`src/tsmc_pkg.sv`:
```
// package for the touch scan and mode control block
// assumes a single 125 MHz clock and plain configuration ports
package tsmc_pkg;

  // --------------------------------------------------------------
  // clock and timing
  // --------------------------------------------------------------
  localparam int unsigned TSMC_CLK_HZ = 125000000;
  localparam int unsigned TSMC_MS_PER_S = 1000;
  localparam int unsigned TSMC_MIN_PERIOD_MS = 15;
  localparam int unsigned TSMC_ACTIVE_PERIOD_MS = 30;
  localparam int unsigned TSMC_DOZE_PERIOD_MS = 195;
  localparam int unsigned TSMC_BUZZ_MS = 30;
  localparam int unsigned TSMC_MS_CYCLES = TSMC_CLK_HZ / TSMC_MS_PER_S;
  localparam int unsigned TSMC_PWM_HZ = 2000000;
  localparam int unsigned TSMC_PWM_DIV = TSMC_CLK_HZ / TSMC_PWM_HZ;
  localparam int unsigned TSMC_BUZZ_HZ = 4000;
  localparam int unsigned TSMC_BUZZ_HALF = TSMC_CLK_HZ / (2 * TSMC_BUZZ_HZ);

  // --------------------------------------------------------------
  // widths and reset values
  // --------------------------------------------------------------
  localparam int unsigned TSMC_NCH = 8;
  localparam int unsigned TSMC_PIN_AOI_A = 7;
  localparam int unsigned TSMC_PIN_AOI_B = 6;
  localparam int unsigned TSMC_PIN_BUZZ = 5;
  localparam logic [15:0] TSMC_RST_ACTIVE_MS = 16'h001E;
  localparam logic [15:0] TSMC_RST_DOZE_MS = 16'h00C3;
  localparam logic [15:0] TSMC_RST_IDLE_PERIODS = 16'h0000;
  localparam logic [7:0] TSMC_RST_FADE_END = 8'hFF;

  // --------------------------------------------------------------
  // enumerations
  // --------------------------------------------------------------
  typedef enum logic [1:0] {
    TSMC_CMD_AUTO = 2'h0,
    TSMC_CMD_ACTIVE = 2'h1,
    TSMC_CMD_DOZE = 2'h2,
    TSMC_CMD_SLEEP = 2'h3
  } tsmc_cmd_t;

  typedef enum logic [1:0] {
    TSMC_PIN_FADE = 2'h0,
    TSMC_PIN_DIRECT = 2'h1,
    TSMC_PIN_SPECIAL = 2'h2,
    TSMC_PIN_OFF = 2'h3
  } tsmc_pinmode_t;

  typedef enum logic [4:0] {
    TSMC_ST_BOOT = 5'b00001,
    TSMC_ST_SENSE = 5'b00010,
    TSMC_ST_PROC = 5'b00100,
    TSMC_ST_TIMER = 5'b01000,
    TSMC_ST_SLEEP = 5'b10000
  } tsmc_state_t;

  typedef enum logic [2:0] {
    TSMC_MODE_ACTIVE = 3'b001,
    TSMC_MODE_DOZE = 3'b010,
    TSMC_MODE_SLEEP = 3'b100
  } tsmc_mode_t;

  // --------------------------------------------------------------
  // carriers
  // --------------------------------------------------------------
  typedef struct packed {
    logic [15:0] active_ms;
    logic [15:0] doze_ms;
    logic [15:0] idle_periods;
    logic [7:0] sense_enable;
    logic auto_light;
    logic fade_log;
    logic [7:0] fade_step_ms;
    logic [7:0] fade_start;
    logic [7:0] fade_end;
    logic buzz_enable;
    logic aoi_short_period;
    logic [7:0] aoi_idle_level;
  } tsmc_cfg_t;

  typedef struct packed {
    logic [7:0] level;
    logic to_a;
    logic to_b;
  } tsmc_aoi_map_t;

endpackage : tsmc_pkg

```
`src/tsmc_pwm_chan.sv`:
```
// one pwm generator with fade engine for a general purpose pin
// assumes pwm_tick and step_tick are one-cycle enables from the top
`timescale 1ns/100ps
module tsmc_pwm_chan
  import tsmc_pkg::*;
(
  input wire logic clk,
  input wire logic rst_n,
  input wire logic pwm_tick,
  input wire logic step_tick,
  input wire logic [7:0] pwm_count,
  input wire logic fade_on,
  input wire logic fade_log,
  input wire logic [7:0] fade_start,
  input wire logic [7:0] fade_end,
  input wire logic use_direct,
  input wire logic [7:0] direct_width,
  output logic pwm_out
);

  // ----------------------------------------------------------------
  // fade level
  // ----------------------------------------------------------------
  logic [7:0] level;
  logic [7:0] next_level;
  logic [7:0] width;
  logic next_pwm_out;

  always_comb begin
    next_level = level;
    if (step_tick) begin
      if (fade_on && level < fade_end) begin
        if (fade_log) begin
          next_level = (fade_end - level > 8'(level >> 3) + 8'h01) ?
                       level + 8'(level >> 3) + 8'h01 : fade_end;
        end else begin
          next_level = level + 8'h01;
        end
      end else if (!fade_on && level > fade_start) begin
        if (fade_log) begin
          next_level = (level - fade_start > 8'(level >> 3) + 8'h01) ?
                       level - 8'(level >> 3) - 8'h01 : fade_start;
        end else begin
          next_level = level - 8'h01;
        end
      end else if (!fade_on && level < fade_start) begin
        next_level = fade_start;
      end
    end
  end

  // ----------------------------------------------------------------
  // 256 step comparator
  // ----------------------------------------------------------------
  always_comb begin
    width = use_direct ? direct_width : level;
    next_pwm_out = pwm_out;
    if (pwm_tick) begin
      next_pwm_out = (pwm_count < width) || (width == 8'hFF);
    end
  end

  always_ff @(posedge clk or negedge rst_n) begin
    if (!rst_n) begin
      level <= 8'h00;
      pwm_out <= 1'b0;
    end else begin
      level <= next_level;
      pwm_out <= next_pwm_out;
    end
  end

endmodule : tsmc_pwm_chan

```
`src/tsmc_core.sv`:
```
// scan sequencer, mode control and pin output control
// assumes touch results, nvm image and host writes arrive as synchronous ports
`timescale 1ns/100ps

// Functional notes
// - each scan period runs sensing, then processing, then a low-power wait.
// - sensing visits enabled inputs in ascending order from input zero.
// - processing evaluates results, then updates pins and host state.
// - timer phase idles in low power until the next period starts.
// - host programs period length; minimum fifteen milliseconds, over a second allowed.
// - pin intent, host state and alert assertion change only during processing; a host read releases alert unless processing asserts it in that same cycle.
// - alert line goes low when new touch or release data waits.
// - active mode uses short period, typically thirty milliseconds.
// - doze mode uses longer period, typically 195 milliseconds.
// - sleep stops scanning; any host access wakes the device.
// - inactivity timeout moves active to doze; configurable, zero disables.
// - a touch in doze returns the device to active mode.
// - host may force the operating mode; device obeys.
// - fading uses 256 step pwm, linear or log, selectable step and limits.
// - eight independent pwm generators, one per pin.
// - with auto light, touch fades mapped pin in, release fades out.
// - without auto light, host pin write starts autonomous fade.
// - direct mode outputs the host written pulse width; a width of 8'hFF holds the pin high for the whole period.
// - special mode drives level outputs on pins seven and six.
// - level output duty follows the touched button's configured level.
// - buzzer on pin five sounds about thirty milliseconds per touch.
// - boot loads nvm parameters when programmed; host may overwrite later.
module tsmc_core
  import tsmc_pkg::*;
#(
  parameter int unsigned MS_CYCLES = TSMC_MS_CYCLES
)
(
  input wire logic clk,
  input wire logic rst_n,
  input wire logic nvm_programmed,
  input wire logic nvm_valid,
  input wire tsmc_cfg_t nvm_cfg,
  input wire logic host_cfg_write,
  input wire tsmc_cfg_t host_cfg,
  input wire logic host_access,
  input wire logic host_read_done,
  input wire tsmc_cmd_t operating_mode_control,
  input wire tsmc_pinmode_t [7:0] pin_mode,
  input wire logic [7:0] host_pin_level,
  input wire logic [7:0][7:0] host_pwm_width,
  input wire logic [7:0][2:0] button_to_pin,
  input wire tsmc_aoi_map_t [7:0] aoi_map,
  output logic sense_start,
  output logic [2:0] sense_index,
  input wire logic sense_done,
  input wire logic [7:0] touch_result,
  output logic [7:0] touch_status,
  output logic host_alert_n,
  output tsmc_mode_t op_mode,
  output logic low_power,
  output logic boot_done,
  output logic [7:0] gpio_out
);

  // ----------------------------------------------------------------
  // configuration store
  // ----------------------------------------------------------------
  tsmc_cfg_t cfg;
  tsmc_cfg_t next_cfg;
  logic [15:0] period_ms;

  always_comb begin
    next_cfg = cfg;
    if (!boot_done && nvm_valid && nvm_programmed) begin
      next_cfg = nvm_cfg;
    end else if (host_cfg_write) begin
      next_cfg = host_cfg;
    end
  end

  always_ff @(posedge clk or negedge rst_n) begin
    if (!rst_n) begin
      cfg <= '{active_ms: TSMC_RST_ACTIVE_MS, doze_ms: TSMC_RST_DOZE_MS,
               idle_periods: TSMC_RST_IDLE_PERIODS, sense_enable: 8'hFF,
               auto_light: 1'b1, fade_log: 1'b0, fade_step_ms: 8'h01,
               fade_start: 8'h00, fade_end: TSMC_RST_FADE_END, buzz_enable: 1'b0,
               aoi_short_period: 1'b0, aoi_idle_level: 8'h00};
    end else begin
      cfg <= next_cfg;
    end
  end

  // ----------------------------------------------------------------
  // millisecond and pwm enables
  // ----------------------------------------------------------------
  logic [16:0] ms_div;
  logic [16:0] next_ms_div;
  logic ms_tick;
  logic [5:0] pwm_div;
  logic [5:0] next_pwm_div;
  logic pwm_tick;
  logic [7:0] pwm_count;
  logic [7:0] next_pwm_count;

  always_comb begin
    ms_tick = (ms_div == 17'(MS_CYCLES - 1));
    next_ms_div = ms_tick ? 17'h00000 : ms_div + 17'h00001;
    pwm_tick = (pwm_div == 6'(TSMC_PWM_DIV - 1));
    next_pwm_div = pwm_tick ? 6'h00 : pwm_div + 6'h01;
    next_pwm_count = pwm_count;
    if (pwm_tick) begin
      next_pwm_count = pwm_count + 8'h01;
    end
  end

  always_ff @(posedge clk or negedge rst_n) begin
    if (!rst_n) begin
      ms_div <= 17'h00000;
      pwm_div <= 6'h00;
      pwm_count <= 8'h00;
    end else begin
      ms_div <= next_ms_div;
      pwm_div <= next_pwm_div;
      pwm_count <= next_pwm_count;
    end
  end

  // ----------------------------------------------------------------
  // scan sequencer and mode control
  // ----------------------------------------------------------------
  tsmc_state_t state;
  tsmc_state_t next_state;
  tsmc_mode_t next_op_mode;
  logic [15:0] ms_count;
  logic [15:0] next_ms_count;
  logic [15:0] idle_count;
  logic [15:0] next_idle_count;
  logic [2:0] next_sense_index;
  logic next_sense_start;
  logic [7:0] raw;
  logic [7:0] next_raw;
  logic [7:0] next_touch_status;
  logic next_host_alert_n;
  logic next_boot_done;
  logic [7:0] next_new_touch;

  always_comb begin
    period_ms = (op_mode == TSMC_MODE_DOZE) ? cfg.doze_ms : cfg.active_ms;
    if (period_ms < 16'(TSMC_MIN_PERIOD_MS)) begin
      period_ms = 16'(TSMC_MIN_PERIOD_MS);
    end
  end

  always_comb begin
    next_state = state;
    next_op_mode = op_mode;
    next_ms_count = ms_count;
    next_idle_count = idle_count;
    next_sense_index = sense_index;
    next_sense_start = 1'b0;
    next_raw = raw;
    next_touch_status = touch_status;
    next_host_alert_n = host_alert_n;
    next_boot_done = boot_done;
    next_new_touch = 8'h00;
    if (!host_alert_n && host_read_done) begin
      next_host_alert_n = 1'b1;
    end
    if (ms_tick && state != TSMC_ST_SLEEP) begin
      next_ms_count = ms_count + 16'h0001;
    end
    case (state)
      TSMC_ST_BOOT: begin
        if (nvm_valid || !nvm_programmed) begin
          next_boot_done = 1'b1;
          next_state = TSMC_ST_TIMER;
        end
      end
      TSMC_ST_SENSE: begin
        if (!cfg.sense_enable[sense_index]) begin
          next_raw[sense_index] = 1'b0;
          if (sense_index == 3'h7) begin
            next_state = TSMC_ST_PROC;
          end else begin
            next_sense_index = sense_index + 3'h1;
            next_sense_start = cfg.sense_enable[sense_index + 3'h1];
          end
        end else if (!sense_start && sense_done) begin
          next_raw[sense_index] = touch_result[sense_index];
          if (sense_index == 3'h7) begin
            next_state = TSMC_ST_PROC;
          end else begin
            next_sense_index = sense_index + 3'h1;
            next_sense_start = cfg.sense_enable[sense_index + 3'h1];
          end
        end
      end
      TSMC_ST_PROC: begin
        next_touch_status = raw & cfg.sense_enable;
        next_new_touch = raw & cfg.sense_enable & ~touch_status;
        if ((raw & cfg.sense_enable) != touch_status) begin
          next_host_alert_n = 1'b0;
        end
        if (|(raw & cfg.sense_enable)) begin
          next_idle_count = 16'h0000;
          if (op_mode == TSMC_MODE_DOZE && operating_mode_control == TSMC_CMD_AUTO) begin
            next_op_mode = TSMC_MODE_ACTIVE;
          end
        end else if (cfg.idle_periods != 16'h0000 && op_mode == TSMC_MODE_ACTIVE) begin
          next_idle_count = idle_count + 16'h0001;
          if (idle_count + 16'h0001 >= cfg.idle_periods && operating_mode_control == TSMC_CMD_AUTO) begin
            next_op_mode = TSMC_MODE_DOZE;
            next_idle_count = 16'h0000;
          end
        end
        next_state = TSMC_ST_TIMER;
      end
      TSMC_ST_TIMER: begin
        if (next_ms_count >= period_ms) begin
          next_ms_count = 16'h0000;
          next_sense_index = 3'h0;
          next_sense_start = cfg.sense_enable[0];
          next_state = TSMC_ST_SENSE;
        end
      end
      TSMC_ST_SLEEP: begin
        if (host_access) begin
          next_op_mode = TSMC_MODE_ACTIVE;
          next_ms_count = 16'h0000;
          next_state = TSMC_ST_TIMER;
        end
      end
      default: begin
        next_state = TSMC_ST_BOOT;
      end
    endcase
    if (boot_done) begin
      case (operating_mode_control)
        TSMC_CMD_ACTIVE: next_op_mode = TSMC_MODE_ACTIVE;
        TSMC_CMD_DOZE: next_op_mode = TSMC_MODE_DOZE;
        TSMC_CMD_SLEEP: begin
          if (state == TSMC_ST_TIMER && !host_access) begin
            next_op_mode = TSMC_MODE_SLEEP;
            next_sense_start = 1'b0;
            next_state = TSMC_ST_SLEEP;
          end
        end
        default: begin
        end
      endcase
    end
  end

  always_ff @(posedge clk or negedge rst_n) begin
    if (!rst_n) begin
      state <= TSMC_ST_BOOT;
      op_mode <= TSMC_MODE_ACTIVE;
      ms_count <= 16'h0000;
      idle_count <= 16'h0000;
      sense_index <= 3'h0;
      sense_start <= 1'b0;
      raw <= 8'h00;
      touch_status <= 8'h00;
      host_alert_n <= 1'b1;
      boot_done <= 1'b0;
    end else begin
      state <= next_state;
      op_mode <= next_op_mode;
      ms_count <= next_ms_count;
      idle_count <= next_idle_count;
      sense_index <= next_sense_index;
      sense_start <= next_sense_start;
      raw <= next_raw;
      touch_status <= next_touch_status;
      host_alert_n <= next_host_alert_n;
      boot_done <= next_boot_done;
    end
  end

  assign low_power = (state == TSMC_ST_TIMER) || (state == TSMC_ST_SLEEP);

  // ----------------------------------------------------------------
  // pin intent latched in processing
  // ----------------------------------------------------------------
  logic [7:0] fade_on;
  logic [7:0] next_fade_on;
  logic [7:0] step_div;
  logic [7:0] next_step_div;
  logic step_tick;

  always_comb begin
    next_fade_on = fade_on;
    if (state == TSMC_ST_PROC) begin
      for (int p = 0; p < TSMC_NCH; p++) begin
        next_fade_on[p] = host_pin_level[p];
        if (cfg.auto_light) begin
          next_fade_on[p] = 1'b0;
          for (int b = 0; b < TSMC_NCH; b++) begin
            if (button_to_pin[b] == 3'(p) && raw[b] && cfg.sense_enable[b]) begin
              next_fade_on[p] = 1'b1;
            end
          end
        end
      end
    end
    step_tick = ms_tick && (step_div + 8'h01 >= cfg.fade_step_ms);
    next_step_div = step_div;
    if (ms_tick) begin
      next_step_div = step_tick ? 8'h00 : step_div + 8'h01;
    end
  end

  always_ff @(posedge clk or negedge rst_n) begin
    if (!rst_n) begin
      fade_on <= 8'h00;
      step_div <= 8'h00;
    end else begin
      fade_on <= next_fade_on;
      step_div <= next_step_div;
    end
  end

  // ----------------------------------------------------------------
  // eight pwm generators
  // ----------------------------------------------------------------
  logic [7:0] chan_out;

  for (genvar g = 0; g < TSMC_NCH; g++) begin : g_chan
    tsmc_pwm_chan u_chan (
      .clk(clk),
      .rst_n(rst_n),
      .pwm_tick(pwm_tick),
      .step_tick(step_tick),
      .pwm_count(pwm_count),
      .fade_on(fade_on[g]),
      .fade_log(cfg.fade_log),
      .fade_start(cfg.fade_start),
      .fade_end(cfg.fade_end),
      .use_direct(pin_mode[g] == TSMC_PIN_DIRECT),
      .direct_width(host_pwm_width[g]),
      .pwm_out(chan_out[g])
    );
  end

  // ----------------------------------------------------------------
  // level outputs and buzzer
  // ----------------------------------------------------------------
  logic [7:0] aoi_a_level;
  logic [7:0] aoi_b_level;
  logic [7:0] next_aoi_a_level;
  logic [7:0] next_aoi_b_level;
  logic [7:0] aoi_cnt;
  logic aoi_a_out;
  logic aoi_b_out;
  logic [15:0] buzz_ms;
  logic [15:0] next_buzz_ms;
  logic [15:0] buzz_div;
  logic [15:0] next_buzz_div;
  logic buzz_wave;
  logic next_buzz_wave;
  logic [7:0] next_gpio_out;

  always_comb begin
    next_aoi_a_level = aoi_a_level;
    next_aoi_b_level = aoi_b_level;
    if (state == TSMC_ST_PROC) begin
      next_aoi_a_level = cfg.aoi_idle_level;
      next_aoi_b_level = cfg.aoi_idle_level;
      for (int b = TSMC_NCH - 1; b >= 0; b--) begin
        if (raw[b] && cfg.sense_enable[b] && aoi_map[b].to_a) begin
          next_aoi_a_level = aoi_map[b].level;
        end
        if (raw[b] && cfg.sense_enable[b] && aoi_map[b].to_b) begin
          next_aoi_b_level = aoi_map[b].level;
        end
      end
    end
    aoi_cnt = cfg.aoi_short_period ? {2'b00, pwm_count[5:0]} : pwm_count;
    aoi_a_out = aoi_cnt < aoi_a_level;
    aoi_b_out = aoi_cnt < aoi_b_level;
    next_buzz_ms = buzz_ms;
    next_buzz_div = buzz_div;
    next_buzz_wave = buzz_wave;
    if (state == TSMC_ST_PROC && cfg.buzz_enable && |next_new_touch) begin
      next_buzz_ms = 16'(TSMC_BUZZ_MS);
    end else if (ms_tick && buzz_ms != 16'h0000) begin
      next_buzz_ms = buzz_ms - 16'h0001;
    end
    if (buzz_ms == 16'h0000) begin
      next_buzz_div = 16'h0000;
      next_buzz_wave = 1'b0;
    end else if (buzz_div == 16'(TSMC_BUZZ_HALF - 1)) begin
      next_buzz_div = 16'h0000;
      next_buzz_wave = !buzz_wave;
    end else begin
      next_buzz_div = buzz_div + 16'h0001;
    end
    for (int p = 0; p < TSMC_NCH; p++) begin
      case (pin_mode[p])
        TSMC_PIN_SPECIAL: next_gpio_out[p] = 1'b0;
        TSMC_PIN_OFF: next_gpio_out[p] = 1'b0;
        default: next_gpio_out[p] = chan_out[p];
      endcase
    end
    if (pin_mode[TSMC_PIN_AOI_A] == TSMC_PIN_SPECIAL) begin
      next_gpio_out[TSMC_PIN_AOI_A] = aoi_a_out;
    end
    if (pin_mode[TSMC_PIN_AOI_B] == TSMC_PIN_SPECIAL) begin
      next_gpio_out[TSMC_PIN_AOI_B] = aoi_b_out;
    end
    if (pin_mode[TSMC_PIN_BUZZ] == TSMC_PIN_SPECIAL) begin
      next_gpio_out[TSMC_PIN_BUZZ] = buzz_wave;
    end
  end

  always_ff @(posedge clk or negedge rst_n) begin
    if (!rst_n) begin
      aoi_a_level <= 8'h00;
      aoi_b_level <= 8'h00;
      buzz_ms <= 16'h0000;
      buzz_div <= 16'h0000;
      buzz_wave <= 1'b0;
      gpio_out <= 8'h00;
    end else begin
      aoi_a_level <= next_aoi_a_level;
      aoi_b_level <= next_aoi_b_level;
      buzz_ms <= next_buzz_ms;
      buzz_div <= next_buzz_div;
      buzz_wave <= next_buzz_wave;
      gpio_out <= next_gpio_out;
    end
  end

endmodule : tsmc_core

```
`config.mk`:
```
export PLATFORM = sky130hd
export DESIGN_NAME = tsmc_core
export DESIGN_NICKNAME = d
export VERILOG_FILES = /design/src/tsmc_pkg.sv /design/src/tsmc_pwm_chan.sv /design/src/tsmc_core.sv
export SDC_FILE = /design/constraint.sdc
export NUM_CORES = 2
export LEC_CHECK = 0
export BUFFER_PORTS_ARGS = -buffer_cell sky130_fd_sc_hd__buf_2
export CAP_MARGIN = 30
export CORE_ASPECT_RATIO = 2
export CORE_UTILIZATION = 55
export DETAILED_ROUTE_END_ITERATION = 10
export MAX_ROUTING_LAYER = met4
export PLACE_DENSITY = 0.83
export SYNTH_ARGS = -nofsm -noshare
export SYNTH_HDL_FRONTEND = slang
export SYNTH_HIERARCHICAL = 1
export SYNTH_SLANG_ARGS = --single-unit
```
`constraint.sdc`:
```
create_clock -name clk -period 5.2 [get_ports clk]
set_input_delay 1.3 -clock clk [delete_from_list [all_inputs] [get_ports clk]]
set_output_delay 1.3 -clock clk [all_outputs]
set_load 0.02 [all_outputs]
```
==> impl_results.md <==
- Status: complete, no violations
- PwrDens: about 190 nW/um^2
- Die area: about 72,000 sq um
- Mapped Area: between 30,000 and 40,000 sq um
- Area grow syn2layout: 12.21%
- Starting Density: a little under three fifths
- Final Cycle Share: 84.61%
- Syn_area_per_cell: around 8.3 sq um
- R2R depth: 15
- Area contributors post-synth: dfrtp_1, ha_1, mux2i_1, xnor2_1, nor2_1
- Sum Neg Setup Slack: 0 ps
- Kind of critical path: register to register
- Max Root-Sink Buffers: 3
- Wirelength, routed: between 150 and 200 mm
- Pre-CTS WS: ~860 ps
- Crit. End Element: register
- First-pass GRT wire length: ~230 mm
- CP Max Fanout: 13
- Minimum clock period: around 4400 ps
- Ys Warns: 6
- Layout Nets: about 6,000
- CTS tree: done
- Vias in the first global route: about 40,000
- Post-layout worst setup margin: 800.5 ps
- WP data required: between 5000 and 6000 ps
- Sequential area share after synthesis: roughly a fifth
- Cts bufs inserted: 35
- Post-Syn Instances: roughly 4,700
- Worst VDD drop: ~0.28 mV
- Slew at the pin closest to its max-slew limit: roughly 920 ps
- Worst-path clk slew: roughly 70 ps
- Syn nets: 5,573
- Lkg Pwr: 20.15 nW
- H-tree depth: 2
- Root buffer cell: clkbuf_16
- Layout cells sized above 1: ~15%
- Hold Vio Cnt, Final: 0
- Worst Skew: about 34 ps
- Dpl cells: 5,952
- Post-synth EDFFs: 0
- Row cnt: around 140
- End of the worst register-to-register path: g_chan[5].u_chan/level[1]
- Startpoint Class: register
- Via count: 40,710
- Hold Path Stages: 2
- Peak Freq: around 0.23 GHz
- Crit path top cell by count: ha_1
- WL/cell: roughly 26 um
- Num ports: 420
- Setup Viol. Count Final: 0
- Filler Cell Count: a little over 6,000
- Remaining DRCs: 0
- Async SR Flop Fraction: 100.0%
- Slew Viols, Final: 0
- Post-route ant nets: 0
- Gr usage total: 44.12%
- Post-synth top area cell: dfrtp_1
- Skew-Pair Late Insertion Delay: approximately 600 ps
- Worst R2R Setup Slack: roughly 800 ps
- Worst path cell trace: inv_1, ha_1, and2b_2, o31a_1, o21a_1, nor2_1, xnor2_1, ha_1, a2111oi_0, a21oi_1, nor4_4, nand2_2, mux2i_1, a211o_1, a32oi_1
- Synth Flop Type: dfrtp_1
- Most frequent cells after synthesis: nor2_1, ha_1, dfrtp_1
- Max stage delay on crit path: roughly 810 ps
- Worst Path Arrival: 4920 ps
- Drt first pass iters: 9
- Unrepaired setup endpoints after global routing: no
- Hold Path End: aoi_a_level[3]
- Synth unique cells: 120
- Largest net degree at the start of global routing: around 160
- Count leader, synth: nor2_1
- Setup Fix Bufs, Post-CTS: 0
- Yosys top cell area share: 19.34%
- Avg Vias per Cell: about 6.7
- Clock sink count: 330
- Post_cts resized: 0
- Min-delay src: aoi_a_level[3]
- Placer Congestion: about 1.1
- Core area: 69,940 sq um
- DR iter-0 viols: roughly 3,800
- Reported max-cap violation count: 0
- Antenna violations before repair: 26
- Fin cells: 6,043
- WP buf/inv: 1
- Die Y: between 300 and 400 um
- R2r startpoint: cfg[19]
- Die width: ~190 um
- Slew HR: a little over a third
- DP Wirelength: between 100 and 150 mm
- Synth Register Bits: 330
- Grt ovf: 0
- Slowest cell on crit path: dfrtp_1
- Hold_buf cts: 0
- Min-delay worst type: register to register
- CP top delay family: compound AO/OA/AOI/OAI gates
- Buffers on Ports: ~420
==> sequential cells by signal, summed over array words and instances (netlist names), 16 cells and up <==
register	count
g_chan.u_chan/level	64
buzz_div	16
buzz_ms	16
ms_count	16
idle_count	16
cfg	92
ms_div	17
==> per-layer routing <==
| layer | global-route usage (%) | vias up | wire length, um |
|---|---|---|---|
| met1 | 44.41 | 19200 | 51730 |
| li1 | - | 18200 | - |
| met2 | 70.40 | 2436 | 71660 |
| met3 | 11.46 | 875 | 16370 |
| met4 | 38.96 | 0 | 16620 |
| met5 | - | - | 0 |
==> cells in the final DEF (no fill, tap or decap), types with 22 or more instances in the layout <==
cell	synthesis	layout
o21a_1	118	118
nand3_1	122	121
xnor2_1	221	221
a31oi_1	67	67
nand2b_1	52	52
fa_1	32	32
a21o_1	37	37
ha_1	466	466
o211ai_1	33	33
clkbuf_16	0	36
nand4_1	80	80
inv_1	293	293
xor2_1	76	76
o21bai_1	27	27
or3_1	31	31
buf_4	4	107
nor2b_1	71	71
o21ai_0	211	211
a221oi_1	22	22
and3_1	47	47
nor3_1	102	100
nand2_1	284	284
or2_2	23	23
and2_1	28	28
mux2i_1	245	245
a21oi_1	300	300
dfstp_2	29	29
o22ai_1	73	73
nor2_1	476	475
a211oi_1	57	57
a2111oi_0	23	23
a211o_1	23	23
o221ai_1	26	26
buf_2	26	419
dfrtp_1	301	300
diode_2	0	27
nor4_1	43	43
==> area by class of cell <==
cell class | count | area, sq um | area share [%]
well taps | 903 | 1130 | 2.585
multi-input cells | 3880 | 28800 | 65.88
clock buffers | 46 | 988.4 | 2.261
repair buffers | 536 | 3087 | 7.062
inverters | 303 | 1137 | 2.602
diodes | 27 | 67.56 | 0.1546
flip-flops and latches | 330 | 8298 | 18.98
clock inverters | 18 | 203.9 | 0.4666
==> worst register-to-register path: stages, from the launching register on <==
cell	delay [ps]
dfrtp_1	810
inv_1	190
ha_1	350
and2b_2	210
o31a_1	280
o21a_1	180
nor2_1	100
xnor2_1	80
ha_1	220
a2111oi_0	360
a21oi_1	190
nor4_4	400
nand2_2	270
mux2i_1	180
a211o_1	320
a32oi_1	200
==> report_power, final <==
group	switching, W	leakage [nW]	internal (W)
clock	0.00126	0.585	0.00151
combinational	0.00166	15.4	0.00110
sequential	0.000237	4.15	0.00270
==> logic make-up after synthesis <==
kind of cell               after synthesis  synth area share [%]
DFF                                    330                 21.29
muxes                                  278                 7.404
adders and majority gates              498                 16.61
AOI/OAI and AO/OA                     1320                 23.62
and+or+nand+nor                       1482                 19.35
buffers and inverters                  471                 4.834
xor gates and xnor gates               302                 6.887
==> worst max-delay path by stage <==
stage                      startpoint                        end  cells after the start
after floorplan           step_div[0]  g_chan[0].u_chan/level[6]                     13
after global placement        cfg[10]  g_chan[1].u_chan/level[6]                     16
after detailed placement      cfg[10]  g_chan[1].u_chan/level[6]                     16
after CTS                   ms_div[0]               ms_count[13]                     14
after global routing        ms_div[0]               ms_count[13]                     14
final                         cfg[19]  g_chan[5].u_chan/level[1]                     15
==> stage by stage <==
stage	util (%)	power, W	area (sq um)	hold slack (ps)
floorplan	-	0.004654	38950	445.0
global route	62.49	0.008802	43700	512.2
CTS	62.40	0.008399	43640	486.9
detailed placement	60.70	0.005637	42450	472.6
finish	62.50	0.008470	43710	483.4
global placement	60.66	0.005586	42420	461.5
Power figures use the tool's default switching activity.
